$ cat src/pkg/asp_pkg.sv
package asp_pkg;
    localparam int DATA_W = 16;
    localparam int ADDR_W = 8;
    localparam int CNT_W  = 8;
    localparam int DIV_W  = 8;
    localparam int PIN_N  = 9;
    // Positions of the synchronised pin inputs.
    localparam int PIN_SER   = 0;
    localparam int PIN_EXT   = 1;
    localparam int PIN_CHAIN = 2;
    localparam int PIN_SCLK  = 3;
    localparam int PIN_INV   = 4;
    localparam int PIN_FMT   = 5;
    localparam int PIN_POL   = 6;
    localparam int PIN_CSN   = 7;
    localparam int PIN_RDN   = 8;
    localparam logic [PIN_N-1:0] PIN_RST = 9'h180;
    // Result bits that share the serial pins in parallel mode.
    localparam int PAR_BIT_CHAIN = 7;
    localparam int PAR_BIT_SDO   = 8;
    localparam int PAR_BIT_SCLK  = 9;
    localparam int PAR_BIT_SYNC  = 10;
    // Register byte addresses.
    localparam logic [ADDR_W-1:0] ADDR_CTRL   = 8'h00;
    localparam logic [ADDR_W-1:0] ADDR_STATUS = 8'h04;
    localparam logic [ADDR_W-1:0] ADDR_RESULT = 8'h08;
    localparam logic [DIV_W-1:0]  DIV_RST     = 8'h03;
    localparam logic [1:0]        RESP_OKAY   = 2'h0;
    localparam logic [1:0]        RESP_SLVERR = 2'h2;
    localparam logic [CNT_W-1:0]  LAST_BIT    = 8'h0F;
    localparam logic [CNT_W-1:0]  CNT_MAX     = 8'hFF;
    localparam logic [1:0]        PHASE_HIGH  = 2'h1;
    localparam logic [1:0]        PHASE_LAST  = 2'h2;
    localparam logic [DATA_W-1:0] MSB_MASK    = 16'h8000;
    typedef enum logic [1:0] {ST_IDLE, ST_MASTER, ST_SLAVE} asp_state_t;
endpackage

$ cat src/design/asp_pair_buffer.sv
`timescale 1ns/100ps
`default_nettype none
module asp_pair_buffer #(
    parameter int WIDTH = 16
) (
    input  wire logic             aclk,
    input  wire logic             aresetn,
    input  wire logic             in_valid,
    input  wire logic [WIDTH-1:0] in_data,
    output var  logic             in_ready,
    output var  logic             out_valid,
    output var  logic [WIDTH-1:0] out_data,
    input  wire logic             out_ready
);
    logic [WIDTH-1:0] mem_reg [2];
    logic [WIDTH-1:0] mem_next [2];
    logic             wr_ptr_reg, wr_ptr_next, rd_ptr_reg, rd_ptr_next;
    logic [1:0]       count_reg, count_next;
    logic             ready_reg, ready_next;
    logic             push, pop;

    always_comb begin
        push        = in_valid && ready_reg;
        pop         = out_ready && (count_reg != 2'h0);
        mem_next    = mem_reg;
        wr_ptr_next = wr_ptr_reg;
        rd_ptr_next = rd_ptr_reg;
        if (push) begin
            mem_next[wr_ptr_reg] = in_data;
            wr_ptr_next          = ~wr_ptr_reg;
        end
        if (pop) begin
            rd_ptr_next = ~rd_ptr_reg;
        end
        count_next = count_reg + {1'b0, push} - {1'b0, pop};
        ready_next = (count_next != 2'h2);
    end

    always_ff @(posedge aclk) begin
        if (!aresetn) begin
            mem_reg[0] <= '0;
            mem_reg[1] <= '0;
            wr_ptr_reg <= 1'b0;
            rd_ptr_reg <= 1'b0;
            count_reg  <= 2'h0;
            ready_reg  <= 1'b0;
        end else begin
            mem_reg    <= mem_next;
            wr_ptr_reg <= wr_ptr_next;
            rd_ptr_reg <= rd_ptr_next;
            count_reg  <= count_next;
            ready_reg  <= ready_next;
        end
    end

    assign in_ready  = ready_reg;
    assign out_valid = (count_reg != 2'h0);
    assign out_data  = mem_reg[rd_ptr_reg];
endmodule // asp_pair_buffer
`default_nettype wire

$ cat src/design/asp_serial_port.sv
// Implementation choices: the placing of the registers and the AXI4-Lite interface to the registers.
`timescale 1ns/100ps
`default_nettype none
module asp_serial_port (
    input  wire logic                       aclk,
    input  wire logic                       aresetn,
    input  wire logic [asp_pkg::ADDR_W-1:0] s_axi_awaddr,
    input  wire logic                       s_axi_awvalid,
    output var  logic                       s_axi_awready,
    input  wire logic [31:0]                s_axi_wdata,
    input  wire logic [3:0]                 s_axi_wstrb,
    input  wire logic                       s_axi_wvalid,
    output var  logic                       s_axi_wready,
    output var  logic [1:0]                 s_axi_bresp,
    output var  logic                       s_axi_bvalid,
    input  wire logic                       s_axi_bready,
    input  wire logic [asp_pkg::ADDR_W-1:0] s_axi_araddr,
    input  wire logic                       s_axi_arvalid,
    output var  logic                       s_axi_arready,
    output var  logic [31:0]                s_axi_rdata,
    output var  logic [1:0]                 s_axi_rresp,
    output var  logic                       s_axi_rvalid,
    input  wire logic                       s_axi_rready,
    input  wire logic                       result_valid,
    input  wire logic [asp_pkg::DATA_W-1:0] result_data,
    output var  logic                       result_ready,
    input  wire logic                       conversion_busy,
    input  wire logic                       serial_select,
    input  wire logic                       external_clock_select,
    input  wire logic                       clock_invert_select,
    input  wire logic                       binary_format_select,
    input  wire logic                       frame_polarity_select,
    input  wire logic                       chip_select_n,
    input  wire logic                       read_strobe_n,
    input  wire logic                       read_mode_or_chain_input,
    output var  logic                       chain_pin_out,
    output var  logic                       chain_pin_oe,
    output var  logic                       serial_data_out,
    output var  logic                       serial_data_oe,
    input  wire logic                       serial_clock_pin_in,
    output var  logic                       serial_clock_pin_out,
    output var  logic                       serial_clock_pin_oe,
    output var  logic                       frame_sync_out,
    output var  logic                       frame_sync_oe
);
    localparam int DW = asp_pkg::DATA_W;
    logic [asp_pkg::PIN_N-1:0] pin_raw, sync1_reg, s;
    logic                      s_ser, s_ext, s_chain, s_inv, s_fmt, s_pol, enable_n;
    logic                      sclk_prev_reg, upd_edge;
    asp_pkg::asp_state_t       state_reg, state_next;
    logic [DW-1:0]             shift_reg, shift_next, result_reg, result_next, par_reg, par_next;
    logic [DW-1:0]             fmt_word, buf_data;
    logic [asp_pkg::CNT_W-1:0] cnt_reg, cnt_next;
    logic [asp_pkg::DIV_W-1:0] div_cnt_reg, div_cnt_next, ctrl_div_reg, ctrl_div_next;
    logic [1:0]                phase_reg, phase_next;
    logic                      buf_valid, buf_pop, load, start_ok, abort;
    logic [7:0]                pins_reg, pins_next;
    assign pin_raw = {read_strobe_n, chip_select_n, frame_polarity_select, binary_format_select,
                      clock_invert_select, serial_clock_pin_in, read_mode_or_chain_input,
                      external_clock_select, serial_select};
    // Two-stage synchroniser for every pin input.
    for (genvar i = 0; i < asp_pkg::PIN_N; i++) begin : g_sync
        always_ff @(posedge aclk) begin
            if (!aresetn) begin
                sync1_reg[i] <= asp_pkg::PIN_RST[i];
                s[i]         <= asp_pkg::PIN_RST[i];
            end else begin
                sync1_reg[i] <= pin_raw[i];
                s[i]         <= sync1_reg[i];
            end
        end
    end
    assign s_ser    = s[asp_pkg::PIN_SER];
    assign s_ext    = s[asp_pkg::PIN_EXT];
    assign s_chain  = s[asp_pkg::PIN_CHAIN];
    assign s_inv    = s[asp_pkg::PIN_INV];
    assign s_fmt    = s[asp_pkg::PIN_FMT];
    assign s_pol    = s[asp_pkg::PIN_POL];
    assign enable_n = s[asp_pkg::PIN_CSN] || s[asp_pkg::PIN_RDN];
    assign upd_edge = s_inv ? (sclk_prev_reg && !s[asp_pkg::PIN_SCLK])
                            : (!sclk_prev_reg && s[asp_pkg::PIN_SCLK]);
    asp_pair_buffer #(
        .WIDTH (DW)
    ) u_buf (
        .aclk      (aclk),
        .aresetn   (aresetn),
        .in_valid  (result_valid),
        .in_data   (result_data),
        .in_ready  (result_ready),
        .out_valid (buf_valid),
        .out_data  (buf_data),
        .out_ready (buf_pop)
    );
    assign fmt_word = buf_data ^ (s_fmt ? '0 : asp_pkg::MSB_MASK);
    assign start_ok = buf_valid && !enable_n && (s_ext || (s_chain == conversion_busy));
    assign abort    = !s_ser || enable_n;
    always_comb begin
        state_next   = state_reg;
        shift_next   = shift_reg;
        cnt_next     = cnt_reg;
        phase_next   = phase_reg;
        div_cnt_next = div_cnt_reg;
        result_next  = result_reg;
        par_next     = par_reg;
        buf_pop      = 1'b0;
        load         = 1'b0;
        case (state_reg)
            asp_pkg::ST_IDLE: begin
                if (!s_ser) begin
                    buf_pop = buf_valid;
                    if (buf_valid) begin
                        par_next = fmt_word;
                    end
                end else if (start_ok) begin
                    buf_pop      = 1'b1;
                    load         = 1'b1;
                    shift_next   = fmt_word;
                    result_next  = fmt_word;
                    cnt_next     = '0;
                    phase_next   = 2'h0;
                    div_cnt_next = '0;
                    state_next   = s_ext ? asp_pkg::ST_SLAVE : asp_pkg::ST_MASTER;
                end
            end
            asp_pkg::ST_MASTER: begin
                if (abort) begin
                    state_next = asp_pkg::ST_IDLE;
                end else if (div_cnt_reg == ctrl_div_reg) begin
                    div_cnt_next = '0;
                    if (phase_reg == asp_pkg::PHASE_LAST) begin
                        phase_next = 2'h0;
                        shift_next = {shift_reg[DW-2:0], 1'b0};
                        cnt_next   = cnt_reg + 8'h01;
                        if (cnt_reg == asp_pkg::LAST_BIT) begin
                            state_next = asp_pkg::ST_IDLE;
                        end
                    end else begin
                        phase_next = phase_reg + 2'h1;
                    end
                end else begin
                    div_cnt_next = div_cnt_reg + 8'h01;
                end
            end
            asp_pkg::ST_SLAVE: begin
                if (abort) begin
                    state_next = asp_pkg::ST_IDLE;
                end else if (upd_edge) begin
                    shift_next = {shift_reg[DW-2:0], s_chain};
                    if (cnt_reg != asp_pkg::CNT_MAX) begin
                        cnt_next = cnt_reg + 8'h01;
                    end
                end
            end
            default: state_next = asp_pkg::ST_IDLE;
        endcase
    end

    // Pin outputs: {sync_oe, sync, sclk_oe, sclk, sdo_oe, sdo, chain_oe, chain}.
    always_comb begin
        pins_next[0] = par_reg[asp_pkg::PAR_BIT_CHAIN];
        pins_next[1] = !s_ser && !enable_n;
        pins_next[2] = s_ser ? shift_reg[DW-1] : par_reg[asp_pkg::PAR_BIT_SDO];
        pins_next[3] = !enable_n;
        pins_next[4] = s_ser ? ((state_reg == asp_pkg::ST_MASTER && phase_reg == asp_pkg::PHASE_HIGH) ^ s_inv)
                             : par_reg[asp_pkg::PAR_BIT_SCLK];
        pins_next[5] = s_ser ? !s_ext : !enable_n;
        pins_next[6] = s_ser ? ((state_reg == asp_pkg::ST_MASTER) ^ s_pol) : par_reg[asp_pkg::PAR_BIT_SYNC];
        pins_next[7] = s_ser ? !s_ext : !enable_n;
    end

    assign chain_pin_out        = pins_reg[0];
    assign chain_pin_oe         = pins_reg[1];
    assign serial_data_out      = pins_reg[2];
    assign serial_data_oe       = pins_reg[3];
    assign serial_clock_pin_out = pins_reg[4];
    assign serial_clock_pin_oe  = pins_reg[5];
    assign frame_sync_out       = pins_reg[6];
    assign frame_sync_oe        = pins_reg[7];

    // Register slave.
    logic        aw_hold_reg, aw_hold_next, w_hold_reg, w_hold_next;
    logic [7:0]  awaddr_reg, awaddr_next;
    logic [31:0] wdata_reg, wdata_next, rdata_next;
    logic        wstrb0_reg, wstrb0_next;
    logic        awready_next, wready_next, bvalid_next, arready_next, rvalid_next;
    logic [1:0]  bresp_next, rresp_next;

    always_comb begin
        aw_hold_next  = aw_hold_reg || (s_axi_awvalid && s_axi_awready);
        w_hold_next   = w_hold_reg || (s_axi_wvalid && s_axi_wready);
        awaddr_next   = (s_axi_awvalid && s_axi_awready) ? s_axi_awaddr : awaddr_reg;
        wdata_next    = (s_axi_wvalid && s_axi_wready) ? s_axi_wdata : wdata_reg;
        wstrb0_next   = (s_axi_wvalid && s_axi_wready) ? s_axi_wstrb[0] : wstrb0_reg;
        bvalid_next   = s_axi_bvalid && !s_axi_bready;
        bresp_next    = s_axi_bresp;
        ctrl_div_next = ctrl_div_reg;
        if (aw_hold_reg && w_hold_reg && !s_axi_bvalid) begin
            aw_hold_next = 1'b0;
            w_hold_next  = 1'b0;
            bvalid_next  = 1'b1;
            bresp_next   = asp_pkg::RESP_OKAY;
            if (awaddr_reg == asp_pkg::ADDR_CTRL) begin
                if (wstrb0_reg) begin
                    ctrl_div_next = wdata_reg[asp_pkg::DIV_W-1:0];
                end
            end else if (awaddr_reg != asp_pkg::ADDR_STATUS && awaddr_reg != asp_pkg::ADDR_RESULT) begin
                bresp_next = asp_pkg::RESP_SLVERR;
            end
        end
        awready_next = !aw_hold_next && !bvalid_next;
        wready_next  = !w_hold_next && !bvalid_next;
        rvalid_next  = s_axi_rvalid && !s_axi_rready;
        rdata_next   = s_axi_rdata;
        rresp_next   = s_axi_rresp;
        if (s_axi_arvalid && s_axi_arready) begin
            rvalid_next = 1'b1;
            rresp_next  = asp_pkg::RESP_OKAY;
            if (s_axi_araddr == asp_pkg::ADDR_CTRL) begin
                rdata_next = {24'h000000, ctrl_div_reg};
            end else if (s_axi_araddr == asp_pkg::ADDR_STATUS) begin
                rdata_next = {21'h000000, buf_valid, state_reg == asp_pkg::ST_SLAVE,
                              state_reg == asp_pkg::ST_MASTER, cnt_reg};
            end else if (s_axi_araddr == asp_pkg::ADDR_RESULT) begin
                rdata_next = {16'h0000, result_reg};
            end else begin
                rdata_next = 32'h00000000;
                rresp_next = asp_pkg::RESP_SLVERR;
            end
        end
        arready_next = !rvalid_next;
    end

    always_ff @(posedge aclk) begin
        if (!aresetn) begin
            sclk_prev_reg <= 1'b0;
            state_reg     <= asp_pkg::ST_IDLE;
            shift_reg     <= '0;
            result_reg    <= '0;
            par_reg       <= '0;
            cnt_reg       <= '0;
            div_cnt_reg   <= '0;
            phase_reg     <= 2'h0;
            pins_reg      <= 8'h00;
            ctrl_div_reg  <= asp_pkg::DIV_RST;
            aw_hold_reg   <= 1'b0;
            w_hold_reg    <= 1'b0;
            awaddr_reg    <= 8'h00;
            wdata_reg     <= 32'h00000000;
            wstrb0_reg    <= 1'b0;
            s_axi_awready <= 1'b0;
            s_axi_wready  <= 1'b0;
            s_axi_bvalid  <= 1'b0;
            s_axi_bresp   <= 2'h0;
            s_axi_arready <= 1'b0;
            s_axi_rvalid  <= 1'b0;
            s_axi_rdata   <= 32'h00000000;
            s_axi_rresp   <= 2'h0;
        end else begin
            sclk_prev_reg <= s[asp_pkg::PIN_SCLK];
            state_reg     <= state_next;
            shift_reg     <= shift_next;
            result_reg    <= result_next;
            par_reg       <= par_next;
            cnt_reg       <= cnt_next;
            div_cnt_reg   <= div_cnt_next;
            phase_reg     <= phase_next;
            pins_reg      <= pins_next;
            ctrl_div_reg  <= ctrl_div_next;
            aw_hold_reg   <= aw_hold_next;
            w_hold_reg    <= w_hold_next;
            awaddr_reg    <= awaddr_next;
            wdata_reg     <= wdata_next;
            wstrb0_reg    <= wstrb0_next;
            s_axi_awready <= awready_next;
            s_axi_wready  <= wready_next;
            s_axi_bvalid  <= bvalid_next;
            s_axi_bresp   <= bresp_next;
            s_axi_arready <= arready_next;
            s_axi_rvalid  <= rvalid_next;
            s_axi_rdata   <= rdata_next;
            s_axi_rresp   <= rresp_next;
        end
    end
endmodule // asp_serial_port
`default_nettype wire

$ cat config.mk
export PLATFORM = sky130hd
export DESIGN_NAME = asp_serial_port
export DESIGN_NICKNAME = d
export VERILOG_FILES = /design/src/pkg/asp_pkg.sv /design/src/design/asp_pair_buffer.sv /design/src/design/asp_serial_port.sv
export SDC_FILE = /design/constraint.sdc
export NUM_CORES = 1
export LEC_CHECK = 0
export ABC_CLOCK_PERIOD_IN_PS = 2600
export BUFFER_PORTS_ARGS = -buffer_cell sky130_fd_sc_hd__clkbuf_2
export CORE_MARGIN = 1.5
export CORE_UTILIZATION = 40
export DETAILED_ROUTE_END_ITERATION = 16
export GPL_TIMING_DRIVEN = 0
export PLACE_DENSITY = 0.73
export SETUP_SLACK_MARGIN = 0.2
export SKIP_LAST_GASP = 1
export SLEW_MARGIN = 20
export SYNTH_ARGS = -nofsm -noshare
export SYNTH_HDL_FRONTEND = slang
export SYNTH_SLANG_ARGS = --single-unit
$ cat constraint.sdc
create_clock -name aclk -period 2.6 [get_ports aclk]
set_input_delay 0.39 -clock aclk [delete_from_list [all_inputs] [get_ports aclk]]
set_output_delay 0.39 -clock aclk [all_outputs]
set_load 0.01 [all_outputs]
==> metrics.csv, run 1 <==
stage,metric,value,unit
final_layout,multi_input_area,3500,µm²
worst_setup_path,cp_max_fo,6,
timing,setup_tns,0,ns
run,cap_violations,0,
timing,max_freq,443,MHz
route,wl,17.9,mm
clock_network,clkSinkCount,169,
floorplan,rows,48,
pwr,power_density,743,nW/µm²
worst_setup_path,critPathCaptureType,flop,
worst_setup_path,criticalPathCategory,flop to flop,
final_layout,instances_no_fill,1164,
timing,max_slew_margin,0.496,
final_layout,area_growth,19.6,%
route,dr_total_vias,6079,
final_layout,final_nets,1020,
clock_network,clock_latency,0.43,ns
clock_network,clk_pin_slew,0.06,ns
placed_design,gp_congestion,0.876,
final_layout,postLayoutCellArea,8630,µm²
final_layout,drive_gt1_frac,0.214,
timing,setup_ws,0.344,ns
floorplan,dieWidth,137,µm
final_layout,regArea,3380,µm²
worst_setup_path,worstPathCellList,inv_1 > ha_2 > inv_2 > nor3b_4 > o21bai_2 > ha_1 > inv_1 > ha_1 > xor2_1 > xnor2_1 > nor2_1 > nor2_1,
timing,hold_viol_final,0,
clock_network,cts_tree,yes,
placed_design,hpwl,13.0,mm
worst_setup_path,worstSetupStartpointType,flop,
synth,synth-async-reset-ratio,0,
floorplan,ios,136,
global_routing,grt_max_degree,17,
route,viasPerCell,5.22,
clock_network,postCtsHoldBufs,0,
global_routing,grt_use_total,0.196,
min_path,hold_path_class,input port to flop,
timing,finClkSkew,0.0132,ns
synth,avgSynthCellArea,9.01,µm²
clock_network,ctsHtreeMaxLevel,4,
placed_design,dp_slack,0.00262,ns
synth,synth_area_leaders,"dfxtp_1 (47%), nand2_1 (6.1%), a21oi_1 (5.8%), nor2_1 (4.2%), mux2i_1 (3.9%)",
timing,worstMarginPinSlew,0.738,ns
timing,slew_violations,0,
worst_setup_path,cp_slowest_cell,dfxtp_1,
placed_design,dp_cells,1131,
timing,rsz0062_at_grt,yes,
route,drc,0,
pwr,p_total,0.00641,W
synth,synth_seq_cells,169,
floorplan,fp.dieArea,18800,µm²
synth,synth_edf_count,0,
route,wl_per_cell,15.4,µm
synth,syn-cell-area,7210,µm²
placed_design,dpl_cell_area,8000,µm²
synth,ys.flop_type,dfxtp_1,
worst_setup_path,crit_arrival,2.61,ns
route,drtPass1Iterations,5,
final_layout,largest_reg_flops,32,
clock_network,clock_path_buffers,2,
synth,synth.distinct_cells,67,
floorplan,initial_core_util,0.413,
synth,syn-instance-count,800,
placed_design,port_buffers,89,
synth,ys_seq_area_frac,0.469,
timing,fin_crit_sh,0.868,
final_layout,diodes,0,
final_layout,final_common_cell,dfxtp_1,
route,met1Wirelength,8.45,mm
timing,period_needed,2.26,ns
pwr,p_leak,3.29,nW
worst_setup_path,max_stage_delay,0.34,ns
synth,yosysWarnings,0,
route,ant_nets,0,
route,wl_met2,7.92,mm
floorplan,die_h,137,µm
global_routing,first_global_vias,5554,
synth,synth_top_area_share,0.469,
floorplan,core_area,17500,µm²
route,route.met3.wl,1.23,mm
pwr,irDropWorstVdd,0.000547,V
global_routing,grt_pass1_wl,28.5,mm
worst_setup_path,worst_ep_required_time,2.95,ns
global_routing,antenna_found_initial,0,
clock_network,cts_buffers,17,
route,drt_iter0_drc,380,
synth,synth_area_leader_cell,dfxtp_1,
final_layout,final_cell_mix,"dfxtp_1 (169), nand2_1 (118), clkbuf_2 (90)",
timing,setup_viol,0,
final_layout,nFillCells,1611,
run_status,status,"complete, no violations",
clock_network,clockRootBuffer,clkbuf_16,
global_routing,overflow,0,
route,highest_layer,met4,
==> per-stage QoR <==
stage / utilization / hold WS [ns]
floorplan: - / 0.386
global placement: 0.458 / 0.404
detailed placement: 0.458 / 0.400
CTS: 0.493 / 0.136
global route: 0.494 / 0.143
finish: 0.494 / 0.147
==> worst max-delay path, delay by kind of cell (launching register included) <==
kind                     cells  cell delay, ns
adder cells (fa/ha/maj)      3            0.70
AND/OR/NAND/NOR              3            0.39
flip-flops                   1            0.34
XOR/XNOR                     2            0.33
buffers and inverters        3            0.24
AO/OA/AOI/OAI                1            0.18
==> final timing paths <==
path | startpoint | end | slack, ns | cells after the start
setup / recovery | state_reg[0]$_SDFFE_PN0P_ | u_buf.in_ready$_SDFF_PN0_ | 0.34 | 12
hold / removal | read_strobe_n | sync1_reg[8]$_SDFF_PN1_ | 0.15 | 2
setup reg to reg | state_reg[0]$_SDFFE_PN0P_ | u_buf.in_ready$_SDFF_PN0_ | 0.34 | 12
hold reg to reg | sync1_reg[7]$_SDFF_PN1_ | s[7]$_SDFF_PN1_ | 0.42 | 1
==> kinds of logic (layout without fill, tap and decap cells) <==
kind of cell | Yosys count | count (layout) | share of synthesized area
AND/OR/NAND/NOR | 298 | 298 | 0.200
multiplexers | 28 | 28 | 0.0389
adder cells (fa/ha/maj) | 8 | 8 | 0.0139
flip-flops | 169 | 169 | 0.469
XOR/XNOR | 22 | 22 | 0.0267
AO/OA/AOI/OAI | 193 | 193 | 0.194
buffers and inverters | 81 | 203 | 0.0576
other | 1 | 18 | 0.000520
==> Yosys cell counts, drive strengths merged, types with 2 or more instances <==
cell / count
dfxtp: 169
nor2: 81
a211oi: 25
o221ai: 8
inv: 9
xor2: 2
or2: 6
or3b: 3
nand3b: 5
xnor2: 20
nand2: 118
and2: 21
o311ai: 4
o21ai: 13
o22ai: 3
nor3: 20
a22oi: 16
nor4: 2
o31ai: 2
a21oi: 85
a31oi: 2
nand4: 9
o211ai: 4
nand3: 9
or3: 2
nor3b: 2
nand2b: 7
a22o: 3
clkbuf: 37
and3: 5
nand4b: 2
o211a: 2
a2111oi: 18
buf: 34
or4: 3
mux2i: 28
ha: 8
==> per-layer routing <==
layer / up-vias / GRT usage
met5: - / 0
met4: 0 / 0.0626
met3: 26 / 0.0537
met2: 202 / 0.297
met1: 2820 / 0.270
li1: 3031 / -
==> power by group <==
group	total (W)	switching, W	internal [W]
clock	0.00255	0.00102	0.00153
sequential	0.00284	0.0000855	0.00276
combinational	0.00102	0.000619	0.000401
==> what timing repair did <==
item / CTS / global route
gates cloned: 0 / 0
hold endpoints to repair: 0 / 0
pin swaps: 1 / 0
gates resized for setup: 2 / 4
setup buffers: 1 / 0
endpoints found under the setup margin: 2 / 12
==> cell type report <==
class                      instances  area share
clock buffer                      20      0.0518
multi-input combinational        567       0.406
sequential                       169       0.392
clock inverter                    12      0.0171
tap                              225      0.0326
inverter                          10     0.00435
timing repair buffer              90      0.0525
buffer                            71      0.0439
No activity file was read; power rests on OpenSTA's default activity.
==> inputs of run 2 (changes only) <==
- ABC_CLOCK_PERIOD_IN_PS: 2600 -> 2900
- SYNTH_HIERARCHICAL: default -> 1
- clock period: 2.6 -> 2.9 ns (I/O delays scaled with it)
==> metrics.csv, run 2 <==
stage,metric,value,unit
min_path,hold_path_class,input port to flop,
pwr,seq_power_share,0.449,
worst_setup_path,cp_max_fo,10,
clock_network,clk_pin_slew,0.06,ns
worst_setup_path,criticalPathCategory,flop to flop,
timing,fin_crit_sh,0.810,
min_path,hold_depth,2,
synth,synth-async-reset-ratio,0,
timing,period_needed,2.35,ns
synth,avgSynthCellArea,9.16,µm²
floorplan,ios,136,
floorplan,dieWidth,138,µm
synth,synth_seq_cells,169,
timing,max_slew_margin,0.573,
global_routing,grt_max_degree,17,
pwr,p_int,0.00418,W
final_layout,final_common_cell,nand2_1,
pwr,irDropWorstVdd,0.000455,V
floorplan,core_area,18000,µm²
worst_setup_path,startpoint,state_reg[1]$_SDFFE_PN0P_,
placed_design,dpl_cell_area,8130,µm²
route,wl_per_cell,14.5,µm
clock_network,ctsHtreeMaxLevel,4,
worst_setup_path,r2r-start,state_reg[1]$_SDFFE_PN0P_,
worst_setup_path,worst_ep_required_time,3.22,ns
floorplan,die_h,138,µm
synth,ys_seq_area_frac,0.461,
clock_network,cts_tree,yes,
route,wl,16.9,mm
pwr,power_density,641,nW/µm²
final_layout,nFillCells,1694,
synth,syn-cell-area,7340,µm²
route,drt_iter0_drc,363,
synth,syn-instance-count,801,
route,dr_total_vias,5868,
global_routing,overflow,0,
pwr,power_frac_clock,0.410,
clock_network,cts_resized,0,
final_layout,multi_input_area,3620,µm²
synth,synth.distinct_cells,59,
final_layout,drive_gt1_frac,0.213,
timing,max_freq,426,MHz
route,viasPerCell,5.02,
worst_setup_path,reg2reg_depth,9,
floorplan,fp.dieArea,19200,µm²
route,drtPass1Iterations,5,
final_layout,final_cell_mix,"nand2_1 (173), dfxtp_1 (169), clkbuf_2 (90)",
timing,rsz0062_at_grt,no,
synth,synth_common_cells,"nand2_1 (173), dfxtp_1 (169), nor2b_1 (37), a21boi_0 (36), clkbuf_1 (33)",
pwr,p_sw_frac,0.253,
timing,setup_viol,0,
final_layout,final_nets,1020,
synth,synth_area_leader_cell,dfxtp_1,
placed_design,port_buffers,89,
synth,synth_area_leaders,"dfxtp_1 (46%), nand2_1 (8.9%), a21boi_0 (3.7%), nor2b_1 (3.2%), a21boi_2 (3.1%)",
final_layout,instances_no_fill,1168,
timing,worstMarginPinSlew,0.635,ns
synth,synth_edf_count,0,
floorplan,rows,49,
worst_setup_path,worstSetupStartpointType,flop,
placed_design,gp_congestion,0.844,
final_layout,area_growth,19.0,%
placed_design,dp_cells,1136,
clock_network,clkSinkCount,169,
final_layout,regArea,3380,µm²
global_routing,grt_pass1_wl,27.3,mm
final_layout,largest_reg_flops,32,
route,drc,0,
timing,hold_viol_final,0,
global_routing,first_global_vias,5483,
clock_network,clock_path_buffers,2,
placed_design,hpwl,12.3,mm
final_layout,diodes,0,
worst_setup_path,crit_arrival,2.67,ns
pwr,p_leak,3.66,nW
pwr,combPwrFrac,0.141,
run,cap_violations,0,
clock_network,cts_buffers,17,
synth,yosysWarnings,6,
global_routing,antenna_found_initial,0,
worst_setup_path,critPathCaptureType,flop,
floorplan,initial_core_util,0.408,
clock_network,postCtsHoldBufs,0,
worst_setup_path,timing.reg2reg.setup_slack,0.55,ns
synth,synth_top_area_share,0.461,
timing,slew_violations,0,
global_routing,grt_use_total,0.177,
run_status,status,"complete, no violations",
pwr,switching_power,0.00142,W
final_layout,postLayoutCellArea,8730,µm²
clock_network,clockRootBuffer,clkbuf_16,
timing,setup_tns,0,ns
synth,ys.flop_type,dfxtp_1,
clock_network,clock_latency,0.42,ns
route,ant_nets,0,
min_path,min-delay-start,read_strobe_n,
timing,finClkSkew,0.00644,ns
synth,synth.most_common_cell,nand2_1,
clock_network,post_cts_buffers,0,
run 2: changes by cell type in the layout (fill, tap and decap cells not counted), sizes merged, moves of 14 or more:
cell,change
nor2b,+36
mux2,+16
nor3,-14
nor2,-59
a21boi,+71
a21oi,-56
o211a,+16
nand2,+57
a2111oi,-18
a211oi,-24
run 2: power groups by stage:
stage | Combinational [W] | Clock, W | Sequential [W]
floorplan | 0.000559 | 0 | 0.00256
global placement | 0.000772 | 0 | 0.00256
detailed placement | 0.000783 | 0 | 0.00256
CTS | 0.000788 | 0.00233 | 0.00251
global route | 0.000865 | 0.00243 | 0.00253
finish | 0.000789 | 0.00229 | 0.00251
run 2: cell type report:
cell class                 instances  share of cell area
buffer                            66              0.0429
clock buffer                      21              0.0516
clock inverter                    11              0.0166
inverter                           5             0.00215
multi-input combinational        578               0.415
sequential                       169               0.388
tap                              229              0.0328
timing repair buffer              89              0.0510
run 2: per-layer routing:
| metal | track usage | wire (µm) |
|---|---|---|
| met1 | 0.238 | 7970 |
| met2 | 0.283 | 7770 |
| met3 | 0.0364 | 882 |
| met4 | 0.0598 | 260 |
| met5 | 0 | 0 |
run 2: critical path: stages (launching register included):
cell      delay (ns)
dfxtp_1         0.38
inv_1           0.08
ha_1            0.17
clkbuf_1        0.29
a221oi_2        0.41
and3_1          0.22
clkbuf_1        0.20
buf_2           0.29
nand2_1         0.08
o211a_1         0.13
run 2: stage by stage:
stage / total power (W) / setup slack [ns] / hold slack [ns] / utilization
floorplan: 0.00311 / 0.918 / 0.386 / -
global placement: 0.00333 / 0.640 / 0.393 / 0.453
detailed placement: 0.00335 / 0.613 / 0.393 / 0.453
CTS: 0.00563 / 0.591 / 0.177 / 0.486
global route: 0.00582 / 0.416 / 0.184 / 0.486
finish: 0.00559 / 0.552 / 0.190 / 0.486
run 2: path summary, 6_finish.rpt:
kind	endpoint
setup / recovery	shift_reg[13]$_SDFFE_PN0P_
hold / removal	sync1_reg[8]$_SDFF_PN1_
setup reg to reg	shift_reg[13]$_SDFFE_PN0P_
hold reg to reg	s[8]$_SDFF_PN1_
run 2: cells by family (layout without fill, tap and decap cells):
| kind of cell | Yosys count | in the layout | synth area share |
|---|---|---|---|
| xor+xnor | 22 | 22 | 0.0273 |
| flops | 169 | 169 | 0.461 |
| mux | 33 | 33 | 0.0478 |
| compound gates | 174 | 174 | 0.183 |
| other cells | 1 | 18 | 0.000511 |
| fa+ha+maj | 8 | 8 | 0.0136 |
| buf+inv | 71 | 192 | 0.0536 |
| simple gates | 323 | 323 | 0.213 |
